[src/rtl/psm_pkg.sv]
// constants and types of the power-up sequencer and supply monitor
// assumes a 100 MHz aclk and word-aligned AXI4-Lite register access
package psm_pkg;
	localparam int          CLK_PERIOD_NS    = 10;   // aclk period
	localparam int          STARTUP_TICK_NS  = 1000; // start-up timer step
	localparam int          STARTUP_TICK_CYC = STARTUP_TICK_NS / CLK_PERIOD_NS;
	localparam int          NUM_CH           = 24;   // channel count
	localparam int          LOW_TH_BASE_V    = 4;    // threshold code 0 volts
	localparam int          LOW_TH_STEP_V    = 1;    // volts per code step
	// register byte offsets
	localparam logic [7:0]  OFS_CTRL   = 8'h00;  // action bits
	localparam logic [7:0]  OFS_STATUS = 8'h04;  // sticky flags, w1c
	localparam logic [7:0]  OFS_MASK   = 8'h08;  // interrupt mask
	localparam logic [7:0]  OFS_CONFIG = 8'h0C;  // threshold, range, timer
	localparam logic [7:0]  OFS_ENABLE = 8'h10;  // channel enables
	localparam logic [7:0]  OFS_CODE0  = 8'h20;  // first current code
	// control bit positions
	localparam int          CTRL_POR_CLEAR = 0;  // power_on_flag_clear
	localparam int          CTRL_RELOAD  = 1;  // reload_defaults
	localparam int          CTRL_FCLR    = 2;  // fault_clear
	// status bit positions
	localparam int          ST_POR   = 0;  // power-on history
	localparam int          ST_ERR   = 1;  // summary error
	localparam int          ST_UV    = 2;  // supply_undervoltage_flag
	localparam int          ST_LOW   = 3;  // low_supply_warning_flag
	localparam int          ST_OPEN  = 4;  // led open fault
	localparam int          ST_SHORT = 5;  // single-led short fault
	// config field positions
	localparam int          CF_TH_LSB    = 0;   // low_supply_threshold
	localparam int          CF_RANGE_LSB = 8;   // current_range_select
	localparam int          CF_TLEN_LSB  = 12;  // startup_timer_length
	localparam int          CF_STATE_LSB = 16;  // sequencer state, read only
	// values after reset
	localparam logic [5:0]  STATUS_RST = 6'h03;   // por and err set
	localparam logic [5:0]  MASK_RST   = 6'h00;
	localparam logic [23:0] ENABLE_RST = 24'h000000;
	localparam logic [5:0]  CODE_RST   = 6'h00;
	localparam logic [1:0]  RESP_OKAY  = 2'h0;
	localparam logic [1:0]  RESP_SLV   = 2'h2;

	// sequencer states, gray along por -> init -> run
	typedef enum logic [1:0] {
		PSM_POR  = 2'h0,
		PSM_INIT = 2'h1,
		PSM_RUN  = 2'h3
	} psm_state_t;

	// sequencer state
	typedef struct packed {
		psm_state_t  st;   // current state
		logic [11:0] cnt;  // start-up timer
	} psm_seq_t;

	// register file and bus slave state
	typedef struct packed {
		logic             aw_have;   // write address held
		logic             w_have;    // write data held
		logic [7:0]       awaddr;
		logic [31:0]      wdata;
		logic [3:0]       wstrb;
		logic             bvalid;
		logic [1:0]       bresp;
		logic             rvalid;
		logic [1:0]       rresp;
		logic [31:0]      rdata;
		logic [5:0]       status;    // sticky flags
		logic [5:0]       mask;      // interrupt mask
		logic [4:0]       low_th;    // low supply threshold
		logic [1:0]       range;     // current range select
		logic [3:0]       tlen;      // start-up timer length
		logic [23:0]      enable;    // channel enables
		logic [23:0][5:0] code;      // channel current codes
		logic [23:0]      chan_out;  // channel output drive
		logic             fault_oe;  // fault pin pull-down
		logic             clr_pulse; // clear request to sequencer
	} psm_regs_t;
endpackage

[src/rtl/psm_seq_if.sv]
// signals between the register file and the sequencer
// assumes both ends run on the same aclk
`timescale 1ns/100ps
interface psm_seq_if;
	logic                supplies_ok;  // both supplies above lockout
	logic [3:0]          timer_len;    // start-up timer length code
	logic                clr_por;      // power-on flag clear pulse
	psm_pkg::psm_state_t state;        // sequencer state

	modport regs (output supplies_ok, output timer_len, output clr_por,
		input state);
	modport seq (input supplies_ok, input timer_len, input clr_por,
		output state);
endinterface

[src/rtl/psm_top.sv]
// power-up sequencer and supply monitor with AXI4-Lite registers
// assumes supply comparator and nonvolatile inputs synchronous to aclk
//
// The register addresses and the AXI4-Lite register port were left to the implementer.
`timescale 1ns/100ps
module psm_top (
	input  wire logic          aclk,
	input  wire logic          aresetn,
	input  wire logic [7:0]    s_axi_awaddr,
	input  wire logic [2:0]    s_axi_awprot,
	input  wire logic          s_axi_awvalid,
	output logic               s_axi_awready,
	input  wire logic [31:0]   s_axi_wdata,
	input  wire logic [3:0]    s_axi_wstrb,
	input  wire logic          s_axi_wvalid,
	output logic               s_axi_wready,
	output logic [1:0]         s_axi_bresp,
	output logic               s_axi_bvalid,
	input  wire logic          s_axi_bready,
	input  wire logic [7:0]    s_axi_araddr,
	input  wire logic [2:0]    s_axi_arprot,
	input  wire logic          s_axi_arvalid,
	output logic               s_axi_arready,
	output logic [31:0]        s_axi_rdata,
	output logic [1:0]         s_axi_rresp,
	output logic               s_axi_rvalid,
	input  wire logic          s_axi_rready,
	input  wire logic          vbat_ok,
	input  wire logic          ldo_ok,
	input  wire logic          supply_uv,
	input  wire logic          supply_low,
	input  wire logic          open_fault,
	input  wire logic          short_fault,
	input  wire logic [3:0]    nv_startup_timer_length,
	input  wire logic [4:0]    nv_low_supply_threshold,
	input  wire logic [1:0]    nv_current_range_select,
	output logic [23:0]        channel_output,
	output logic [143:0]       channel_current_code,
	output logic [1:0]         current_range_select,
	output logic [4:0]         low_supply_threshold,
	output logic               fault_pin_out,
	output logic               fault_pin_oe,
	output logic               irq
);
	psm_pkg::psm_regs_t q;       // registered state
	psm_pkg::psm_regs_t d;       // next state
	psm_seq_if          sif ();  // link to the sequencer
	logic               in_por;  // lockout or sequencer reset
	logic               wr_fire; // write performed this cycle
	logic [5:0]         wr_idx;  // write word index
	logic [5:0]         rd_idx;  // read word index
	logic               ar_take; // read address taken
	logic [5:0]         evt;     // flag set events this cycle
	logic [5:0]         clr;     // flag clears this cycle
	logic [31:0]        cfg_w;   // config word with write merged

	// byte-lane merge of a write into an old word
	function automatic logic [31:0] merge(input logic [31:0] old,
		input logic [31:0] wd, input logic [3:0] be);
		logic [31:0] r;
		r = old;
		for (int i = 0; i < 4; i++) begin
			if (be[i]) begin
				r[i*8 +: 8] = wd[i*8 +: 8];
			end
		end
		return r;
	endfunction

	// true when a word index maps to a register
	function automatic logic mapped(input logic [5:0] idx);
		logic ok;
		ok = (idx <= psm_pkg::OFS_ENABLE[7:2])
			|| (idx >= psm_pkg::OFS_CODE0[7:2]
			&& idx < psm_pkg::OFS_CODE0[7:2] + 6'(psm_pkg::NUM_CH));
		return ok;
	endfunction

	// sequencer
	psm_seq u_seq (
		.aclk    (aclk),
		.aresetn (aresetn),
		.sif     (sif)
	);

	assign sif.supplies_ok = vbat_ok && ldo_ok;
	assign sif.timer_len   = q.tlen;
	assign sif.clr_por     = q.clr_pulse;

	// reset state holds while a supply is low or sequencer restarts
	assign in_por  = !sif.supplies_ok
		|| (sif.state == psm_pkg::PSM_POR);
	assign wr_fire = q.aw_have && q.w_have && !q.bvalid;
	assign wr_idx  = q.awaddr[7:2];
	assign rd_idx  = s_axi_araddr[7:2];
	assign ar_take = s_axi_arvalid && s_axi_arready;

	// next state of bus slave, flags and settings
	always_comb begin
		d = q;
		d.clr_pulse = 1'b0;
		evt = 6'h00;
		clr = 6'h00;
		cfg_w = merge({16'h0, q.tlen, 2'h0, q.range, 3'h0, q.low_th},
			q.wdata, q.wstrb);
		// write address and data, taken in any order
		if (s_axi_awvalid && s_axi_awready) begin
			d.aw_have = 1'b1;
			d.awaddr  = s_axi_awaddr;
		end
		if (s_axi_wvalid && s_axi_wready) begin
			d.w_have = 1'b1;
			d.wdata  = s_axi_wdata;
			d.wstrb  = s_axi_wstrb;
		end
		if (q.bvalid && s_axi_bready) begin
			d.bvalid = 1'b0;
		end
		// write effects
		if (wr_fire) begin
			d.aw_have = 1'b0;
			d.w_have  = 1'b0;
			d.bvalid  = 1'b1;
			d.bresp   = mapped(wr_idx) ? psm_pkg::RESP_OKAY
				: psm_pkg::RESP_SLV;
			if (q.awaddr[7:2] == psm_pkg::OFS_CTRL[7:2] && q.wstrb[0]) begin
				if (q.wdata[psm_pkg::CTRL_POR_CLEAR]) begin
					clr[psm_pkg::ST_POR] = 1'b1;
					d.clr_pulse = 1'b1;
				end
				if (q.wdata[psm_pkg::CTRL_FCLR]) begin
					// fault flags and summary error
					clr = clr | 6'h3E;
				end
				if (q.wdata[psm_pkg::CTRL_RELOAD]) begin
					// bit is an action: reads back as zero
					clr[psm_pkg::ST_POR] = 1'b1;
					d.low_th = nv_low_supply_threshold;
					d.range  = nv_current_range_select;
					d.tlen   = nv_startup_timer_length;
					d.mask   = psm_pkg::MASK_RST;
					d.enable = psm_pkg::ENABLE_RST;
					d.code   = {psm_pkg::NUM_CH{psm_pkg::CODE_RST}};
				end
			end else if (q.awaddr[7:2] == psm_pkg::OFS_STATUS[7:2]) begin
				// write one to clear
				clr = clr | 6'(merge(32'h0, q.wdata, q.wstrb));
			end else if (q.awaddr[7:2] == psm_pkg::OFS_MASK[7:2]) begin
				d.mask = 6'(merge({26'h0, q.mask}, q.wdata, q.wstrb));
			end else if (q.awaddr[7:2] == psm_pkg::OFS_CONFIG[7:2]) begin
				// threshold code 0 = 4V, step 1V, 32 codes
				d.low_th = cfg_w[psm_pkg::CF_TH_LSB +: 5];
				d.range  = cfg_w[psm_pkg::CF_RANGE_LSB +: 2];
				d.tlen   = cfg_w[psm_pkg::CF_TLEN_LSB +: 4];
			end else if (q.awaddr[7:2] == psm_pkg::OFS_ENABLE[7:2]) begin
				d.enable = 24'(merge({8'h0, q.enable}, q.wdata, q.wstrb));
			end else if (mapped(wr_idx) && wr_idx >= psm_pkg::OFS_CODE0[7:2])
			begin
				// one six-bit code per word
				d.code[5'(wr_idx - psm_pkg::OFS_CODE0[7:2])] = 6'(merge(
					{26'h0, q.code[5'(wr_idx - psm_pkg::OFS_CODE0[7:2])]},
					q.wdata, q.wstrb));
			end
		end
		// read channel, one outstanding
		if (q.rvalid && s_axi_rready) begin
			d.rvalid = 1'b0;
		end
		if (ar_take) begin
			d.rvalid = 1'b1;
			d.rresp  = mapped(rd_idx) ? psm_pkg::RESP_OKAY
				: psm_pkg::RESP_SLV;
			d.rdata  = 32'h0;
			if (rd_idx == psm_pkg::OFS_STATUS[7:2]) begin
				d.rdata = {26'h0, q.status};
			end else if (rd_idx == psm_pkg::OFS_MASK[7:2]) begin
				d.rdata = {26'h0, q.mask};
			end else if (rd_idx == psm_pkg::OFS_CONFIG[7:2]) begin
				d.rdata = {14'h0, sif.state, q.tlen, 2'h0, q.range,
					3'h0, q.low_th};
			end else if (rd_idx == psm_pkg::OFS_ENABLE[7:2]) begin
				d.rdata = {8'h0, q.enable};
			end else if (mapped(rd_idx)
				&& rd_idx >= psm_pkg::OFS_CODE0[7:2]) begin
				d.rdata = {26'h0,
					q.code[5'(rd_idx - psm_pkg::OFS_CODE0[7:2])]};
			end
		end
		// supply events; low supply blocks open and short
		evt[psm_pkg::ST_UV]    = supply_uv;
		evt[psm_pkg::ST_LOW]   = supply_low;
		evt[psm_pkg::ST_OPEN]  = open_fault && !supply_low;
		evt[psm_pkg::ST_SHORT] = short_fault && !supply_low;
		evt[psm_pkg::ST_ERR]   = |evt[5:2];
		if (supply_low) begin
			clr = clr | 6'h30;
		end
		// sets win over clears
		d.status = (q.status & ~clr) | evt;
		// output drive: off unless running and supply good
		d.chan_out = (sif.state == psm_pkg::PSM_RUN && !supply_uv
			&& !in_por) ? q.enable : 24'h000000;
		d.fault_oe = in_por || supply_uv;
		// lockout: core reset and nonvolatile load
		if (in_por) begin
			d.status  = psm_pkg::STATUS_RST | evt;
			d.mask    = psm_pkg::MASK_RST;
			d.low_th  = nv_low_supply_threshold;
			d.range   = nv_current_range_select;
			d.tlen    = nv_startup_timer_length;
			d.enable  = psm_pkg::ENABLE_RST;
			d.code    = {psm_pkg::NUM_CH{psm_pkg::CODE_RST}};
			d.chan_out = 24'h000000;
			d.clr_pulse = 1'b0;
		end
	end

	// state register; bus reset only by aresetn
	always_ff @(posedge aclk) begin
		if (!aresetn) begin
			q.aw_have   <= 1'b0;
			q.w_have    <= 1'b0;
			q.awaddr    <= 8'h00;
			q.wdata     <= 32'h0;
			q.wstrb     <= 4'h0;
			q.bvalid    <= 1'b0;
			q.bresp     <= psm_pkg::RESP_OKAY;
			q.rvalid    <= 1'b0;
			q.rresp     <= psm_pkg::RESP_OKAY;
			q.rdata     <= 32'h0;
			q.status    <= psm_pkg::STATUS_RST;
			q.mask      <= psm_pkg::MASK_RST;
			q.low_th    <= 5'h00;
			q.range     <= 2'h3;
			q.tlen      <= 4'h0;
			q.enable    <= psm_pkg::ENABLE_RST;
			q.code      <= {psm_pkg::NUM_CH{psm_pkg::CODE_RST}};
			q.chan_out  <= 24'h000000;
			q.fault_oe  <= 1'b1;
			q.clr_pulse <= 1'b0;
		end else begin
			q <= d;
		end
	end

	// bus handshakes
	assign s_axi_awready = !q.aw_have && !q.bvalid;
	assign s_axi_wready  = !q.w_have && !q.bvalid;
	assign s_axi_bvalid  = q.bvalid;
	assign s_axi_bresp   = q.bresp;
	assign s_axi_arready = !q.rvalid;
	assign s_axi_rvalid  = q.rvalid;
	assign s_axi_rdata   = q.rdata;
	assign s_axi_rresp   = q.rresp;

	// block outputs
	assign channel_output       = q.chan_out;
	assign channel_current_code = q.code;
	assign current_range_select = q.range;
	assign low_supply_threshold = q.low_th;
	assign fault_pin_out        = 1'b0;  // open drain pulls low only
	assign fault_pin_oe         = q.fault_oe;
	assign irq                  = |(q.status & q.mask);
endmodule

[src/rtl/psm_seq.sv]
// power-up sequencer: reset, start-up wait and operating states
// assumes clr_por is a one-cycle pulse from the register file
`timescale 1ns/100ps
module psm_seq (
	input  wire logic aclk,
	input  wire logic aresetn,
	psm_seq_if.seq    sif
);
	psm_pkg::psm_seq_t q;      // registered state
	psm_pkg::psm_seq_t d;      // next state
	logic [11:0]       limit;  // start-up length in cycles

	// timer length scales with the stored code
	assign limit = 12'((16'(sif.timer_len) + 16'h1)
		* 16'(psm_pkg::STARTUP_TICK_CYC));

	// next state
	always_comb begin
		d = q;
		case (q.st)
			psm_pkg::PSM_POR: begin
				d.cnt = 12'h000;
				if (sif.supplies_ok) begin
					d.st = psm_pkg::PSM_INIT;
				end
			end
			psm_pkg::PSM_INIT: begin
				if (sif.clr_por) begin
					d.st = psm_pkg::PSM_RUN;
				end else if (q.cnt >= limit - 12'h001) begin
					d.st = psm_pkg::PSM_RUN;
				end else begin
					d.cnt = q.cnt + 12'h001;
				end
			end
			psm_pkg::PSM_RUN: begin
				d.cnt = 12'h000;
			end
			default: begin
				d.st = psm_pkg::PSM_POR;
			end
		endcase
		// lockout from any state
		if (!sif.supplies_ok) begin
			d.st  = psm_pkg::PSM_POR;
			d.cnt = 12'h000;
		end
	end

	// state register
	always_ff @(posedge aclk) begin
		if (!aresetn) begin
			q.st  <= psm_pkg::PSM_POR;
			q.cnt <= 12'h000;
		end else begin
			q <= d;
		end
	end

	assign sif.state = q.st;
endmodule

[config.mk]
export PLATFORM = sky130hd
export DESIGN_NAME = psm_top
export DESIGN_NICKNAME = d
export VERILOG_FILES = /design/src/rtl/psm_pkg.sv /design/src/rtl/psm_seq_if.sv /design/src/rtl/psm_top.sv /design/src/rtl/psm_seq.sv
export SDC_FILE = /design/constraint.sdc
export NUM_CORES = 1
export LEC_CHECK = 0
export BUFFER_PORTS_ARGS = -buffer_cell sky130_fd_sc_hd__buf_2
export CAP_MARGIN = 10
export CORE_ASPECT_RATIO = 1.4
export CORE_MARGIN = 2
export CORE_UTILIZATION = 57
export CTS_BUF_LIST = sky130_fd_sc_hd__clkbuf_8
export DETAILED_ROUTE_END_ITERATION = 16
export PLACE_DENSITY_LB_ADDON = 0.08
export RECOVER_POWER = 25
export SLEW_MARGIN = 0
export SYNTH_ARGS = -nofsm -noshare
export SYNTH_HDL_FRONTEND = slang
export SYNTH_HIERARCHICAL = 1
export SYNTH_SLANG_ARGS = --single-unit
[constraint.sdc]
create_clock -name aclk -period 5.4 [get_ports aclk]
set_input_delay 0.27 -clock aclk [delete_from_list [all_inputs] [get_ports aclk]]
set_output_delay 0.27 -clock aclk [all_outputs]
set_load 0.02 [all_outputs]
==> run summary <==
The flow ran to the end, but the final reports show violations. The checks that failed: max-capacitance violations, max-slew violations. By area the synthesized netlist is led by sky130_fd_sc_hd__dfxtp_1 (35%), sky130_fd_sc_hd__buf_4 (9.8%), sky130_fd_sc_hd__mux4_2 (8.9%). The port buffer count was 270; the starting density of the core was 57.60%. The worst setup path is launched from a register. The wire length of the first global-routing pass was 83210 um; the number of standard-cell rows in the floorplan was 74.

The max-capacitance violation count is 1. Setup violations remaining at the end of the flow were counted as 0. The run gives 0 as the count of endpoints failing hold in the final timing report. The tree built by TritonCTS fans out to 294 sinks. The buffer and inverter count on the worst path is 1.

The run gives 14040 as the via count of the first global-routing pass. The number of top-level design ports was 301; the first-iteration detailed-routing DRC count was 1326. The share of synthesized area occupied by flip-flops and latches is 35.15%.

The die span in x was 148.9 um; the final worst clock skew was 28.46 ps. The tools report the worst reg2reg path startpoint as sif.timer_len[0]. The die footprint is 30780 um2.

The congestion estimate from routability-driven global placement came to 0.9476. Data on the critical path arrives at its endpoint at 5480 ps. The worst register-to-register path ends at u_seq/q[0]. STA classifies the critical path endpoint as a register.

By instance count, the leading cell after synthesis is sky130_fd_sc_hd__dfxtp_1. The worst min-delay path class is input pin to register. The tools report the leakage power figure as 6.671 nW. The commonest register cell after synthesis was sky130_fd_sc_hd__dfxtp_1.

The tools report the clock tree buffer depth as 3. The cell with the largest stage delay on the worst path is sky130_fd_sc_hd__or3_1. Setup repair after global routing left no endpoint under its margin. The run gives 85 as the count of unique library cells instantiated by Yosys.

Wires add up to 56260 um. After global routing the overflow that remains totals 0. The number of flops mapped to enable cells by yosys is 0. The worst min-delay path endpoint was s_axi_rresp[1]. The H-tree was split into 2 levels. The die is 206.8 um tall. Clock-pin slew was measured on the worst setup and hold paths at 60 ps. The number of cells on the worst reg-to-reg path is 17. The number of logic stages on the critical path including buffering was 17; the synthesis warning total was 6. The tools report the post-detailed-route DRC marker count as 0. Entering global routing, the biggest net connects 66 pins. After floorplanning, the core was sized to cover 29070 um2. The count of filler cells inserted in the layout came out at 2716.

The tools report the clock root buffer as sky130_fd_sc_hd__clkbuf_8. For the number of pins exceeding their max-slew limit in the final report, the log shows 35. For the worst slack on hold paths, the log shows 49.05 ps. The area added between synthesis and finish was 6.822%. Counting instances in the post-synthesis netlist gives the leading cell types as sky130_fd_sc_hd__dfxtp_1 (294), sky130_fd_sc_hd__buf_4 (219), sky130_fd_sc_hd__nand2_1 (205).

Subtracting the final worst setup slack from the clock period gives 4941 ps. After detailed routing, the average wire length per cell comes to 24.19 um. VDD sags by at most 0.1884 mV. In this run the tightest slew margin relative to its limit is -79.23%. The power consumption was 0.004645 W; the share of flip-flops with an asynchronous set or reset was 0%. The routed layout has 14830 vias. The post-route netlist has 18.42% of its cells at a drive strength greater than 1.

Of all nets on the critical path, the largest fanout is 14. In the final design database the tool counted 2027 nets. The cell family contributing the most delay on the critical path is compound AO/OA/AOI/OAI gates. Walking the worst path, the cells encountered are ha_1 > xor2_1 > inv_1 > ha_1 > ha_1 > ha_1 > a21o_1 > a31o_2 > a21oi_1 > xor2_1 > xnor2_1 > ha_1 > a211o_1 > a31oi_2 > a21oi_4 > or3_1 > o22ai_1.

The worst-case register-to-register setup slack came out at 460 ps. The first detailed-routing pass took 6 iterations. TritonCTS built the clock tree.

The latest clock arrival within the worst-skew pair was 610 ps. Once detailed placement completed, the half-perimeter wirelength came to 40040 um. Dividing the final minimum period by the clock period gives 91.50%. After detailed routing, the number of vias per cell comes to 6.376. The start-to-end type of the worst setup path is register to register.

The worst hold path was traced through 3 stages. The synthesized design devotes to its leading area cell type 35.15% of total area. The highest achievable clock rate was 0.2024 GHz; the delay of the slowest cell on the worst path was 550 ps.

In this run the power density over the cells is 259.7 nW/um2. For the pin with the worst max-slew slack, the measured transition is 2688 ps. TritonCTS created 46 clock buffers.

After synthesis the netlist holds a flip-flop and latch count of 294. Dividing the synthesized area by the synthesized cell count gives 9.086 um2. After clock tree synthesis, the setup repair step added 0 buffers. At the worst endpoint, the required time is 5940 ps. Cell type with the highest aggregate area in the netlist: sky130_fd_sc_hd__dfxtp_1.

The tools report the initial antenna violation count as 0. Cell count after synthesis: 1843. The total routing usage reported by global routing is 35.54%, and the summed instance area of the synthesized netlist is 16740 um2. Once detail routing completed, the nets flagged for antenna violations numbered 0.

For the post-route setup TNS, the log shows 0 ps. The worst hold path begins at s_axi_araddr[7]. By instance count, the cell type seen most on the critical path is sky130_fd_sc_hd__ha_1.
-- cell type report --
type / instances / area (um2) / share of cell area, %
multi-input combinational: 1193 / 8636 / 48.28
antenna: 2 / 5.005 / 0.02798
tap: 380 / 475.5 / 2.658
clock inverter: 24 / 107.6 / 0.6016
timing repair buffer: 339 / 1832 / 10.24
clock buffer: 59 / 812.0 / 4.540
inverter: 35 / 131.4 / 0.7345
sequential: 294 / 5888 / 32.92
-- flip-flops by register name, indices dropped and copies added, names as in the netlist --
| register | flops |
|---|---|
| s_axi_bresp | 1 |
| low_supply_threshold | 5 |
| channel_output | 24 |
| u_seq/sif.state | 2 |
| channel_current_code | 144 |
| s_axi_rvalid | 1 |
| s_axi_bvalid | 1 |
| current_range_select | 2 |
| fault_pin_oe | 1 |
| u_seq/q | 12 |
| sif.clr_por | 1 |
| sif.timer_len | 4 |
| s_axi_rresp | 1 |
| q | 71 |
| s_axi_rdata | 24 |
-- logic make-up after synthesis --
kind of cell	after synthesis	synth area share, %
fa+ha+maj	36	2.735
flops	294	35.15
other cells	1	0.02239
simple gates	494	14.50
xor+xnor	14	0.7323
buf+inv	366	13.90
compound gates	540	21.66
mux	98	11.31
-- worst max path at each step --
| stage | end | start | slack (ps) |
|---|---|---|---|
| 3_3_place_gp | u_seq/q[0] | sif.timer_len[0] | 590 |
| 2_1_floorplan | u_seq/q[7] | sif.timer_len[0] | 1120 |
| 6_report | u_seq/q[0] | sif.timer_len[0] | 460 |
| 3_5_place_dp | u_seq/q[7] | sif.timer_len[0] | 420 |
| 5_1_grt | u_seq/q[7] | sif.timer_len[0] | 60 |
| 4_1_cts | u_seq/q[0] | sif.timer_len[0] | 420 |
-- report_power, final --
| group | leakage (nW) | switching [W] | internal (W) |
|---|---|---|---|
| sequential | 2.38 | 0.0000465 | 0.00220 |
| clock | 0.535 | 0.000920 | 0.000981 |
| combinational | 3.76 | 0.000322 | 0.000179 |
-- through the flow --
step | cells | util, % | setup slack [ps] | instance area [um2]
3_3_place_gp | 2195 | 57.26 | 585.3 | 16650
2_1_floorplan | 1853 | - | 1121 | 16780
4_1_cts | 2324 | 62.01 | 421.5 | 18030
3_5_place_dp | 2195 | 57.26 | 421.6 | 16650
5_1_grt | 2324 | 61.51 | 63.07 | 17880
6_report | 2326 | 61.53 | 458.8 | 17890
-- worst min-delay path: cells and delay by family --
| family | cells | cell delay (ps) |
|---|---|---|
| AO/OA/AOI/OAI | 2 | 220 |
| buffers and inverters | 1 | 120 |
-- layer usage --
layer / vias to the layer above / global-route usage, % / wire length [um]
li1: 6682 / - / -
met1: 7081 / 40.17 / 20020
met2: 822 / 62.22 / 27450
met3: 245 / 5.780 / 4540
met4: 0 / 23.03 / 4253
met5: - / 0 / 0
-- timing repair --
item                       CTS  global route
hold buffers                46             0
resized for setup            0             1
hold endpoints to repair    45             0
setup endpoints to repair    0            10
-- cells in the final DEF (no fill, tap or decap), types with 35 or more instances in the layout --
cell type and instances:
sky130_fd_sc_hd__dfxtp_1 292, sky130_fd_sc_hd__nand2_1 205, sky130_fd_sc_hd__buf_2 148, sky130_fd_sc_hd__clkbuf_1 122, sky130_fd_sc_hd__a22oi_1 101, sky130_fd_sc_hd__nor2_1 99
sky130_fd_sc_hd__o21ai_0 98, sky130_fd_sc_hd__a21oi_1 86, sky130_fd_sc_hd__mux4_2 66, sky130_fd_sc_hd__clkbuf_8 59, sky130_fd_sc_hd__o21ai_1 52, sky130_fd_sc_hd__inv_1 49
sky130_fd_sc_hd__dlygate4sd3_1 46, sky130_fd_sc_hd__a32oi_1 40, sky130_fd_sc_hd__nand3_1 35, sky130_fd_sc_hd__ha_1 35
Note: power is estimated with default switching activity, not from simulation.
